## config.mk

```make
export PLATFORM = sky130hd
export DESIGN_NAME = wlf_top
export DESIGN_NICKNAME = d
export VERILOG_FILES = /design/src/rtl/wlf_pkg.sv /design/src/rtl/wlf_sync.sv /design/src/rtl/wlf_top.sv
export SDC_FILE = /design/constraint.sdc
export NUM_CORES = 1
export LEC_CHECK = 0
export ABC_AREA = 1
export BUFFER_PORTS_ARGS = -buffer_cell sky130_fd_sc_hd__buf_2
export CAP_MARGIN = 20
export CORE_ASPECT_RATIO = 2
export CORE_MARGIN = 4
export CORE_UTILIZATION = 48
export CTS_BUF_LIST = sky130_fd_sc_hd__clkbuf_4 sky130_fd_sc_hd__clkbuf_8 sky130_fd_sc_hd__clkbuf_16
export CTS_CLUSTER_DIAMETER = 100
export CTS_CLUSTER_SIZE = 28
export DETAILED_ROUTE_END_ITERATION = 16
export PLACE_DENSITY = 0.78
export SYNTH_ARGS = -nofsm -noshare
export SYNTH_HDL_FRONTEND = slang
export SYNTH_SLANG_ARGS = --single-unit
```

## constraint.sdc

```tcl
create_clock -name CLK -period 1.87 [get_ports CLK]
set_clock_uncertainty 0.15 [all_clocks]
set_input_delay 0.374 -clock CLK [delete_from_list [all_inputs] [get_ports CLK]]
set_output_delay 0.374 -clock CLK [all_outputs]
set_load 0.03 [all_outputs]
```

## src/rtl/wlf_pkg.sv

```systemverilog
// Function
// - MR1 A7 enters and leaves write leveling
// - MR1 A12 one disables data outputs
// - ODT switches strobe termination only, DQ off
// - DQ undefined on entry until feedback
// - ODT accepted only after tMOD from entry
// - strobe termination on before tWLDQSEN ends
// - rising strobe samples clock, fed back after tWLO
// - feedback bit spread within tWLOE
// - x16 gives separate feedback per byte lane
// - DRAM terminates strobes, controller terminates DQ
// - DQ undefined until tMOD after exit
// - commands after tMOD, MRS after tMRD
package wlf_pkg;
  // ==========================================================
  // timing
  localparam int CLK_PERIOD_NS = 5;
  localparam int TMOD_NS       = 15;
  localparam int TMOD_MIN_NCK  = 24;
  localparam int TMOD_CLK      = (TMOD_NS + CLK_PERIOD_NS - 1) / CLK_PERIOD_NS;
  localparam int TMRD_NCK      = 8;
  localparam int TWLO_NS       = 10;
  localparam int TWLO_CLK      = (TWLO_NS / CLK_PERIOD_NS < 1) ? 1 : TWLO_NS / CLK_PERIOD_NS;
  // ==========================================================
  // mode register fields
  localparam int MR1_WL_BIT    = 7;
  localparam int MR1_QOFF_BIT  = 12;
  localparam int MR2_RTTWR_LSB = 9;
  localparam int MR2_RTTWR_MSB = 11;
  localparam logic [2:0] MR_IDX_MR1 = 3'h1;
  localparam logic [2:0] MR_IDX_MR2 = 3'h2;
  // ==========================================================
  // register offsets
  localparam logic [3:0] REG_CFG    = 4'h0;
  localparam logic [3:0] REG_STATUS = 4'h4;
  localparam logic [3:0] REG_VIOL   = 4'h8;
  localparam logic [3:0] REG_MR     = 4'hC;
  // cfg fields and reset values
  localparam int CFG_TMRD_LSB = 0;
  localparam int CFG_TMOD_LSB = 8;
  localparam logic [4:0] CFG_TMRD_RST = 5'h08;
  localparam logic [5:0] CFG_TMOD_RST = 6'h18;
  // status fields
  localparam int ST_WL_POS     = 0;
  localparam int ST_QOFF_POS   = 1;
  localparam int ST_TMOD_POS   = 2;
  localparam int ST_CMDRDY_POS = 3;
  localparam int ST_MRSRDY_POS = 4;
  localparam int ST_DQSTRM_POS = 5;
  localparam int ST_ODT_POS    = 6;
  localparam int ST_FBVAL_POS  = 7;
  localparam int ST_FB_LSB     = 8;
  localparam int ST_DQIN_LSB   = 16;
  // violation bits
  localparam int VIOL_W         = 6;
  localparam int VI_ILLEGAL_CMD = 0;
  localparam int VI_EARLY_CMD   = 1;
  localparam int VI_EARLY_MRS   = 2;
  localparam int VI_EARLY_ODT   = 3;
  localparam int VI_RTT_WR      = 4;
  localparam int VI_EARLY_DQS   = 5;
  // ==========================================================
  // leveling states
  typedef enum logic [3:0] {
    WLF_NORM  = 4'h1,
    WLF_SETUP = 4'h2,
    WLF_LEVEL = 4'h4,
    WLF_EXIT  = 4'h8
  } wlf_state_t;
endpackage

```

## src/rtl/wlf_sync.sv

```systemverilog
`timescale 1ns/100ps
module wlf_sync
  import wlf_pkg::*;
#(
  parameter int W = 1
) (
  // clock and reset
  input  wire logic         clk,
  input  wire logic         rst_n,
  // data
  input  wire logic [W-1:0] d,
  output logic      [W-1:0] q
);
  logic [W-1:0] meta_ff;

  // two flops; first stage read only by second
  always_ff @(posedge clk or negedge rst_n) begin
    if (!rst_n) begin
      meta_ff <= '0;
      q       <= '0;
    end else begin
      meta_ff <= d;
      q       <= meta_ff;
    end
  end
endmodule

```

## src/rtl/wlf_top.sv

```systemverilog
`timescale 1ns/100ps
module wlf_top
  import wlf_pkg::*;
#(
  parameter int DQ_W = 16
) (
  // clock and reset
  input  wire logic            CLK,
  input  wire logic            RSTN,
  // memory clock and command pins
  input  wire logic            CK_T,
  input  wire logic            CS_N,
  input  wire logic            ACT_N,
  input  wire logic            RAS_N,
  input  wire logic            CAS_N,
  input  wire logic            WE_N,
  input  wire logic [1:0]      BG,
  input  wire logic [1:0]      BA,
  input  wire logic [17:0]     ADDR,
  input  wire logic            ODT,
  // strobes, lower and upper lane
  input  wire logic            LDQS_T,
  input  wire logic            UDQS_T,
  // data pins
  input  wire logic [DQ_W-1:0] DQ_I,
  output logic      [DQ_W-1:0] DQ_O,
  output logic      [DQ_W-1:0] DQ_OE,
  // termination state
  output logic                 DQS_TERM_EN,
  output logic                 DQS_TERM_NOM,
  output logic                 DQ_TERM_EN,
  // mode state
  output logic                 WL_ACTIVE,
  output logic                 CMD_READY,
  output logic                 MRS_READY,
  // register port
  input  wire logic [3:0]      REG_ADDR,
  input  wire logic [31:0]     REG_WDATA,
  input  wire logic            REG_WR,
  input  wire logic            REG_RD,
  output logic      [31:0]     REG_RDATA
);
  localparam int LANES = DQ_W / 8;
  localparam int SW    = 31 + DQ_W;

  // ==========================================================
  // elaboration check
  generate
    if (DQ_W != 8 && DQ_W != 16) begin : g_bad_width
      $error("DQ_W must be 8 or 16");
    end
  endgenerate

  // ==========================================================
  // decode helpers
  function automatic logic is_mrs(input logic [4:0] c);
    // {WE_N, CAS_N, RAS_N, ACT_N, CS_N}: ACT_N high, all others low
    is_mrs = (c == 5'h02);
  endfunction

  function automatic logic mr_hit(input logic [3:0] bgba, input logic [2:0] idx);
    mr_hit = (bgba == {1'b0, idx});
  endfunction

  // ==========================================================
  // pin synchronisers
  logic [SW-1:0] pin_s;

  wlf_sync #(
    .W (SW)
  ) u_sync (
    .clk   (CLK),
    .rst_n (RSTN),
    .d     ({DQ_I, UDQS_T, LDQS_T, ODT, ADDR, BA, BG, WE_N, CAS_N, RAS_N, ACT_N,
             CS_N, CK_T}),
    .q     (pin_s)
  );

  wire             ck_s    = pin_s[0];
  wire [4:0]       cmd_s   = pin_s[5:1];
  wire [3:0]       bgba_s  = {pin_s[7:6], pin_s[9:8]};
  wire [17:0]      addr_s  = pin_s[27:10];
  wire             odt_s   = pin_s[28];
  wire [1:0]       dqs_s   = pin_s[30:29];
  wire [DQ_W-1:0]  dqin_s  = pin_s[SW-1:31];

  // ==========================================================
  // edge detection
  logic       ck_d_ff;
  logic [1:0] dqs_d_ff;

  always_ff @(posedge CLK or negedge RSTN) begin
    if (!RSTN) begin
      ck_d_ff  <= 1'b0;
      dqs_d_ff <= 2'h0;
    end else begin
      ck_d_ff  <= ck_s;
      dqs_d_ff <= dqs_s;
    end
  end

  wire       ck_rise  = ck_s & ~ck_d_ff;
  wire [1:0] dqs_rise = dqs_s & ~dqs_d_ff;

  // ==========================================================
  // command decode at memory clock edge
  wire cmd_sel   = ck_rise & ~cmd_s[0];
  wire mrs_cmd   = cmd_sel & is_mrs(cmd_s);
  wire mr1_wr    = mrs_cmd & mr_hit(bgba_s, MR_IDX_MR1);
  wire mr2_wr    = mrs_cmd & mr_hit(bgba_s, MR_IDX_MR2);
  wire wl_bit    = addr_s[MR1_WL_BIT];

  // ==========================================================
  // configuration and mode register copies
  logic [4:0]       tmrd_cfg_ff;
  logic [5:0]       tmod_cfg_ff;
  logic [17:0]      mr1_ff;
  logic [2:0]       rtt_wr_ff;
  wlf_state_t       state_ff;
  wlf_state_t       nxt_state;

  wire cfg_wr   = REG_WR & (REG_ADDR == REG_CFG);
  wire viol_wr  = REG_WR & (REG_ADDR == REG_VIOL);
  wire [5:0] tmod_wdata = REG_WDATA[CFG_TMOD_LSB +: 6];
  wire [5:0] nxt_tmod   = (tmod_wdata < CFG_TMOD_RST) ? CFG_TMOD_RST : tmod_wdata;
  wire       qoff       = mr1_ff[MR1_QOFF_BIT];

  always_ff @(posedge CLK or negedge RSTN) begin
    if (!RSTN) begin
      tmrd_cfg_ff <= CFG_TMRD_RST;
      tmod_cfg_ff <= CFG_TMOD_RST;
    end else if (cfg_wr) begin
      tmrd_cfg_ff <= REG_WDATA[CFG_TMRD_LSB +: 5];
      tmod_cfg_ff <= nxt_tmod;   // never below 24 clocks
    end
  end

  always_ff @(posedge CLK or negedge RSTN) begin
    if (!RSTN) begin
      mr1_ff    <= 18'h00000;
      rtt_wr_ff <= 3'h0;
    end else begin
      if (mr1_wr) begin
        mr1_ff <= addr_s;        // A12 output disable tracked here
      end
      if (mr2_wr) begin
        rtt_wr_ff <= addr_s[MR2_RTTWR_MSB:MR2_RTTWR_LSB];
      end
    end
  end

  // ==========================================================
  // tMOD / tMRD counters restarted by every MRS
  logic [5:0] nck_cnt_ff;
  logic [1:0] clk_cnt_ff;

  always_ff @(posedge CLK or negedge RSTN) begin
    if (!RSTN) begin
      nck_cnt_ff <= 6'h3F;
      clk_cnt_ff <= 2'h3;
    end else if (mrs_cmd) begin
      nck_cnt_ff <= 6'h00;
      clk_cnt_ff <= 2'h0;
    end else begin
      if (ck_rise && nck_cnt_ff != 6'h3F) begin
        nck_cnt_ff <= nck_cnt_ff + 6'h01;
      end
      if (clk_cnt_ff != 2'h3) begin
        clk_cnt_ff <= clk_cnt_ff + 2'h1;
      end
    end
  end

  wire tmod_done = (nck_cnt_ff >= tmod_cfg_ff)
                 & (clk_cnt_ff >= 2'(TMOD_CLK));
  wire tmrd_done = ({1'b0, nck_cnt_ff} >= {2'h0, tmrd_cfg_ff});

  // ==========================================================
  // leveling state machine
  always_comb begin
    nxt_state = state_ff;
    case (state_ff)
      WLF_NORM: begin
        if (mr1_wr && wl_bit) begin
          nxt_state = WLF_SETUP;
        end
      end
      WLF_SETUP: begin
        if (mr1_wr && !wl_bit) begin
          nxt_state = WLF_EXIT;
        end else if (tmod_done) begin
          nxt_state = WLF_LEVEL;
        end
      end
      WLF_LEVEL: begin
        if (mr1_wr && !wl_bit) begin
          nxt_state = WLF_EXIT;
        end
      end
      WLF_EXIT: begin
        if (mr1_wr && wl_bit) begin
          nxt_state = WLF_SETUP;
        end else if (tmod_done) begin
          nxt_state = WLF_NORM;
        end
      end
      default: begin
        nxt_state = WLF_NORM;
      end
    endcase
  end

  always_ff @(posedge CLK or negedge RSTN) begin
    if (!RSTN) begin
      state_ff <= WLF_NORM;
    end else begin
      state_ff <= nxt_state;
    end
  end

  wire in_wl    = (state_ff == WLF_SETUP) | (state_ff == WLF_LEVEL);
  wire leveling = (state_ff == WLF_LEVEL);
  wire drive_wl = in_wl | (state_ff == WLF_EXIT);

  // ==========================================================
  // termination: ODT steers only strobe termination in leveling
  wire odt_eff = odt_s & leveling;
  logic dqs_term_ff;
  logic dqs_nom_ff;
  logic dq_term_ff;

  always_ff @(posedge CLK or negedge RSTN) begin
    if (!RSTN) begin
      dqs_term_ff <= 1'b0;
      dqs_nom_ff  <= 1'b0;
      dq_term_ff  <= 1'b0;
    end else begin
      dqs_term_ff <= leveling;              // both strobe legs, park or nom
      dqs_nom_ff  <= odt_eff;               // nom when ODT high, park when low
      dq_term_ff  <= odt_s & ~drive_wl;     // DQ termination off in leveling
    end
  end

  // ==========================================================
  // per-lane clock sampling and tWLO delay
  logic [LANES-1:0] fb_ff;
  logic [LANES-1:0] fb_val_ff;

  genvar ln;
  generate
    for (ln = 0; ln < LANES; ln++) begin : g_lane
      logic [TWLO_CLK-1:0] dly_ff;
      logic [TWLO_CLK-1:0] vdly_ff;
      wire                 smp = leveling & dqs_rise[ln];   // own strobe per lane

      always_ff @(posedge CLK or negedge RSTN) begin
        if (!RSTN) begin
          dly_ff  <= '0;
          vdly_ff <= '0;
        end else begin
          if (smp) begin
            dly_ff[0] <= ck_s;                               // clock level at strobe rise
          end
          vdly_ff[0] <= smp;
          for (int i = 1; i < TWLO_CLK; i++) begin
            dly_ff[i]  <= dly_ff[i-1];
            vdly_ff[i] <= vdly_ff[i-1];
          end
        end
      end

      always_ff @(posedge CLK or negedge RSTN) begin
        if (!RSTN) begin
          fb_ff[ln]     <= 1'b0;
          fb_val_ff[ln] <= 1'b0;
        end else if (nxt_state == WLF_SETUP && state_ff != WLF_SETUP) begin
          fb_ff[ln]     <= 1'b0;                             // stale value dropped
          fb_val_ff[ln] <= 1'b0;
        end else if (vdly_ff[TWLO_CLK-1]) begin
          fb_ff[ln]     <= dly_ff[TWLO_CLK-1];               // after tWLO
          fb_val_ff[ln] <= 1'b1;
        end
      end

      // all bits of a lane switch in the same cycle
      assign DQ_O[ln*8 +: 8]  = {8{fb_ff[ln] & fb_val_ff[ln] & in_wl}};
      assign DQ_OE[ln*8 +: 8] = {8{drive_wl & ~qoff}};
    end
  endgenerate

  // ==========================================================
  // protocol violation flags, hardware set wins over clear
  wire mr1_legal_wl = mr1_wr & (!wl_bit |
                      ((addr_s ^ mr1_ff) & ~(18'h1 << MR1_QOFF_BIT)) == 18'h0);
  wire [VIOL_W-1:0] viol_set;
  logic [VIOL_W-1:0] viol_ff;

  assign viol_set[VI_ILLEGAL_CMD] = in_wl & cmd_sel & ~mr1_legal_wl;
  assign viol_set[VI_EARLY_CMD]   = cmd_sel & ~is_mrs(cmd_s) & ~tmod_done;
  assign viol_set[VI_EARLY_MRS]   = mrs_cmd & ~tmrd_done;
  assign viol_set[VI_EARLY_ODT]   = (state_ff == WLF_SETUP) & odt_s & ck_rise;
  assign viol_set[VI_RTT_WR]      = in_wl & ~qoff & (rtt_wr_ff != 3'h0);
  assign viol_set[VI_EARLY_DQS]   = (state_ff == WLF_SETUP) & (|dqs_rise);

  wire [VIOL_W-1:0] viol_clr = viol_wr ? REG_WDATA[VIOL_W-1:0] : '0;
  wire [VIOL_W-1:0] nxt_viol = (viol_ff & ~viol_clr) | viol_set;

  always_ff @(posedge CLK or negedge RSTN) begin
    if (!RSTN) begin
      viol_ff <= '0;
    end else begin
      viol_ff <= nxt_viol;
    end
  end

  // ==========================================================
  // status outputs
  logic cmd_rdy_ff;
  logic mrs_rdy_ff;

  always_ff @(posedge CLK or negedge RSTN) begin
    if (!RSTN) begin
      cmd_rdy_ff <= 1'b1;
      mrs_rdy_ff <= 1'b1;
    end else begin
      cmd_rdy_ff <= tmod_done & ~mrs_cmd;
      mrs_rdy_ff <= tmrd_done & ~mrs_cmd;
    end
  end

  assign DQS_TERM_EN  = dqs_term_ff;
  assign DQS_TERM_NOM = dqs_nom_ff;
  assign DQ_TERM_EN   = dq_term_ff;
  assign WL_ACTIVE    = in_wl;
  assign CMD_READY    = cmd_rdy_ff;
  assign MRS_READY    = mrs_rdy_ff;

  // ==========================================================
  // register read port, data one cycle after strobe
  logic [31:0] status_w;
  logic [31:0] rdata_ff;

  always_comb begin
    status_w                     = 32'h00000000;
    status_w[ST_WL_POS]          = in_wl;
    status_w[ST_QOFF_POS]        = qoff;
    status_w[ST_TMOD_POS]        = tmod_done;
    status_w[ST_CMDRDY_POS]      = cmd_rdy_ff;
    status_w[ST_MRSRDY_POS]      = mrs_rdy_ff;
    status_w[ST_DQSTRM_POS]      = dqs_term_ff;
    status_w[ST_ODT_POS]         = odt_eff;
    status_w[ST_FBVAL_POS]       = &fb_val_ff;
    status_w[ST_FB_LSB +: LANES] = fb_ff;
    status_w[ST_DQIN_LSB +: 8]   = dqin_s[7:0];
  end

  wire [31:0] cfg_w = {18'h00000, tmod_cfg_ff, 3'h0, tmrd_cfg_ff};
  wire [31:0] rsel  = (REG_ADDR == REG_CFG)    ? cfg_w :
                      (REG_ADDR == REG_STATUS) ? status_w :
                      (REG_ADDR == REG_VIOL)   ? {{(32-VIOL_W){1'b0}}, viol_ff} :
                      (REG_ADDR == REG_MR)     ? {11'h000, rtt_wr_ff, mr1_ff} :
                                                 32'h00000000;

  always_ff @(posedge CLK or negedge RSTN) begin
    if (!RSTN) begin
      rdata_ff <= 32'h00000000;
    end else if (REG_RD) begin
      rdata_ff <= rsel;
    end else begin
      rdata_ff <= 32'h00000000;
    end
  end

  assign REG_RDATA = rdata_ff;
endmodule

```

==> flow_summary.yaml <==
critical_path:
  end_kind: "output pin"
  r2r_cells: 15
  cp-start-kind: "register"
  cp.arrival_ns: 1.85
  path_class: "reg -> out"
  crit_path_max_fanout: 8
  crit_required_ns: 1.35
global_route:
  grt_max_degree: 101
  overflow: 0
  track_usage_pct: 20.3
  grt_pass1_wl_mm: 25.2
  grt_pass1_vias: 5218
  antenna_found_initial: 0
synthesis:
  ys_warn_count: 0
  yosysTopAreaCellShare_pct: 58.7
  syn_area_sq_um: 6740
  netlist_instances: 653
  synthTopCellsByArea: "dfrtp_1 59%, nand2_1 7.2%, dfstp_2 5.5%"
  yosysTopAreaCell: "dfrtp_1"
  synth-seq-cells: 172
  synth.distinct_cells: 36
  syn_area_per_cell_sq_um: 10.3
  yosysSeqAreaShare_pct: 64.1
clock_network:
  clock_latency_ns: 0.42
  clk_pin_slew_ns: 0.07
  cts_sinks: 172
  cts_max_path_buffers: 2
  cts_tree: "yes"
  root_buffer: "clkbuf_16"
  cts_made_buffers: 17
  ctsHtreeMaxLevel: 4
sta:
  max_slew_margin_pct: 62.0
  maxSlewViolCount: 0
  finalCritPeriodShare_pct: 127
  fin_ws_ns: -0.502
  tightest_slew_ns: 0.571
  final-hold-violation-count: 0
  fmax_mhz: 422
  setup_viol: 34
  rsz0062_at_grt: "true"
  fin_tns_setup_ns: -15.74
  period_needed_ns: 2.37
cells_and_area:
  area_delta_synth_final_pct: 33.3
  fillers: 1044
  diodes: 0
  drive_above_1_share_pct: 29.8
  final_cell_area_sq_um: 8980
  fin_nets: 937
status:
  violations: "negative setup slack"
  status: "finished, violations left"
floorplanning:
  die_area_sq_um: 16100
  rows: 61
  die_y_um: 176
  initial_core_util_pct: 48.8
  core-area_sq_um: 13800
  fp.dieW_um: 91.8
  io_pins: 157
drt:
  routed_wl_mm: 15.8
  wl_per_cell_um: 15.3
  drt_iter0_markers: 367
  drtAntennaViolNets: 0
  post_drt_via_cell_ratio: 4.86
  drc: 0
  first_pass_iters: 5
  vias: 5044
power_and_ir_drop:
  ir_worst_vdd_mv: 0.647
  p_leak_uw: 0.00456
  powerDensity_nw_per_um2: 995
placement:
  place.gp.congestion: 0.878
  hpwl_mm: 10.6
  dpl_cell_area_sq_um: 7570
  io_buffer_count: 120
hold_path:
  holdCritPathClass: "in -> reg"
  worstHoldPathCells: 3
flow_run:
  cap_violations: 0
==> worst paths after layout <==
check	start	end	slack, ns
max	state_ff[3]	DQ_O[13]	-0.50
min	REG_WDATA[12]	tmod_cfg_ff[4]	0.02
max reg2reg	state_ff[0]	state_ff[0]	-0.39
min reg2reg	u_sync.meta_ff[17]	u_sync.q[17]	0.19
max in group asynchronous	RSTN	u_sync.q[4]	0.70
min in group asynchronous	RSTN	REG_RDATA[11]	0.37
==> sequential cells by signal (all words and copies together) (netlist names), 3 cells and up <==
register	count
tmod_cfg_ff	6
g_lane.dly_ff	4
REG_RDATA	24
g_lane.vdly_ff	4
mr1_ff	18
state_ff	4
rtt_wr_ff	3
viol_ff	6
u_sync.q	39
tmrd_cfg_ff	5
nck_cnt_ff	6
u_sync.meta_ff	39
==> cell type report <==
class	count	area (sq um)	share of cell area, %
clock inverters	11	109	1.21
flip-flops and latches	172	4320	48.1
well taps	189	236	2.63
multi-input cells	351	1890	21.0
repair buffers	204	1610	17.9
clock buffers	20	467	5.19
inverters	91	355	3.95
==> Yosys cell counts (all sizes together) <==
library cell / count
dfrtp: 158
nand2: 134
inv: 91
o21ai: 59
nor2: 45
buf: 44
nand3: 27
a21oi: 22
dfstp: 14
ha: 13
nor3: 9
a31oi: 6
nand4: 6
a22oi: 4
xnor2: 4
clkbuf: 2
o21a: 2
o21bai: 2
o31ai: 2
xor2: 2
a21o: 1
a32oi: 1
conb: 1
mux2i: 1
o211ai: 1
o22ai: 1
or2: 1
==> placed cells by master (no fill, tap or decap), drive strengths merged, types with 4 or more instances in the layout <==
cell	Yosys	routed
o21ai	59	59
xnor2	4	4
ha	13	13
conb	1	8
nor2	45	45
a31oi	6	6
a21oi	22	22
nor3	9	9
nand3	27	27
a22oi	4	4
dfrtp	158	158
clkinv	0	5
inv	91	94
nand2	134	134
dfstp	14	14
dlygate4sd3	0	40
buf	44	164
nand4	6	6
clkbuf	2	20
==> critical path, cell delays in order (launching register included) <==
cell        delay, ns
dfrtp_1          0.40
nor2_2           0.23
nand3_4          0.11
nand2_4          0.10
clkinvlp_4       0.14
nor3_4           0.17
buf_12           0.14
buf_4            0.16
==> power by group <==
group | switching [uW] | total (uW) | internal (uW)
sequential | 167 | 4240 | 4070
clock | 1430 | 3380 | 1950
combinational | 777 | 1320 | 539
==> per-layer routing <==
layer | GRT usage [%] | part of all wire (%) | up-vias
li1 | - | - | 2386
met1 | 20.9 | 35 | 2405
met2 | 36.0 | 54 | 184
met3 | 4.97 | 4.2 | 69
met4 | 13.6 | 6.5 | 0
met5 | 0 | 0 | -
==> kinds of logic after synthesis <==
family          share of synthesized area (%)
simple gates                             14.3
flops                                    64.1
buf+inv                                  10.0
compound gates                           8.19
fa+ha+maj                                2.41
xor+xnor                                0.780
other cells                            0.0556
mux                                     0.149
==> timing repair <==
action | CTS | global route
setup endpoints to repair | 38 | 39
setup buffers | 21 | 2
endpoints found under the hold margin | 197 | 0
hold buffers | 40 | 0
resized for setup | 61 | 35
pin swaps | 2 | 12
==> per-stage QoR <==
step | setup slack [ns] | utilization [%] | hold slack (ns) | instances | power, uW
floorplan | -0.303 | - | -0.0716 | 660 | 4950
global placement | -0.00681 | 54.8 | 0.182 | 952 | 5340
detailed placement | -0.0581 | 54.8 | 0.185 | 952 | 5430
CTS | -0.456 | 64.1 | 0.00529 | 1038 | 8920
global route | -0.608 | 65.0 | 0.0139 | 1038 | 9370
finish | -0.502 | 65.0 | 0.0191 | 1038 | 8940
Note: power is estimated with default switching activity, not from simulation.
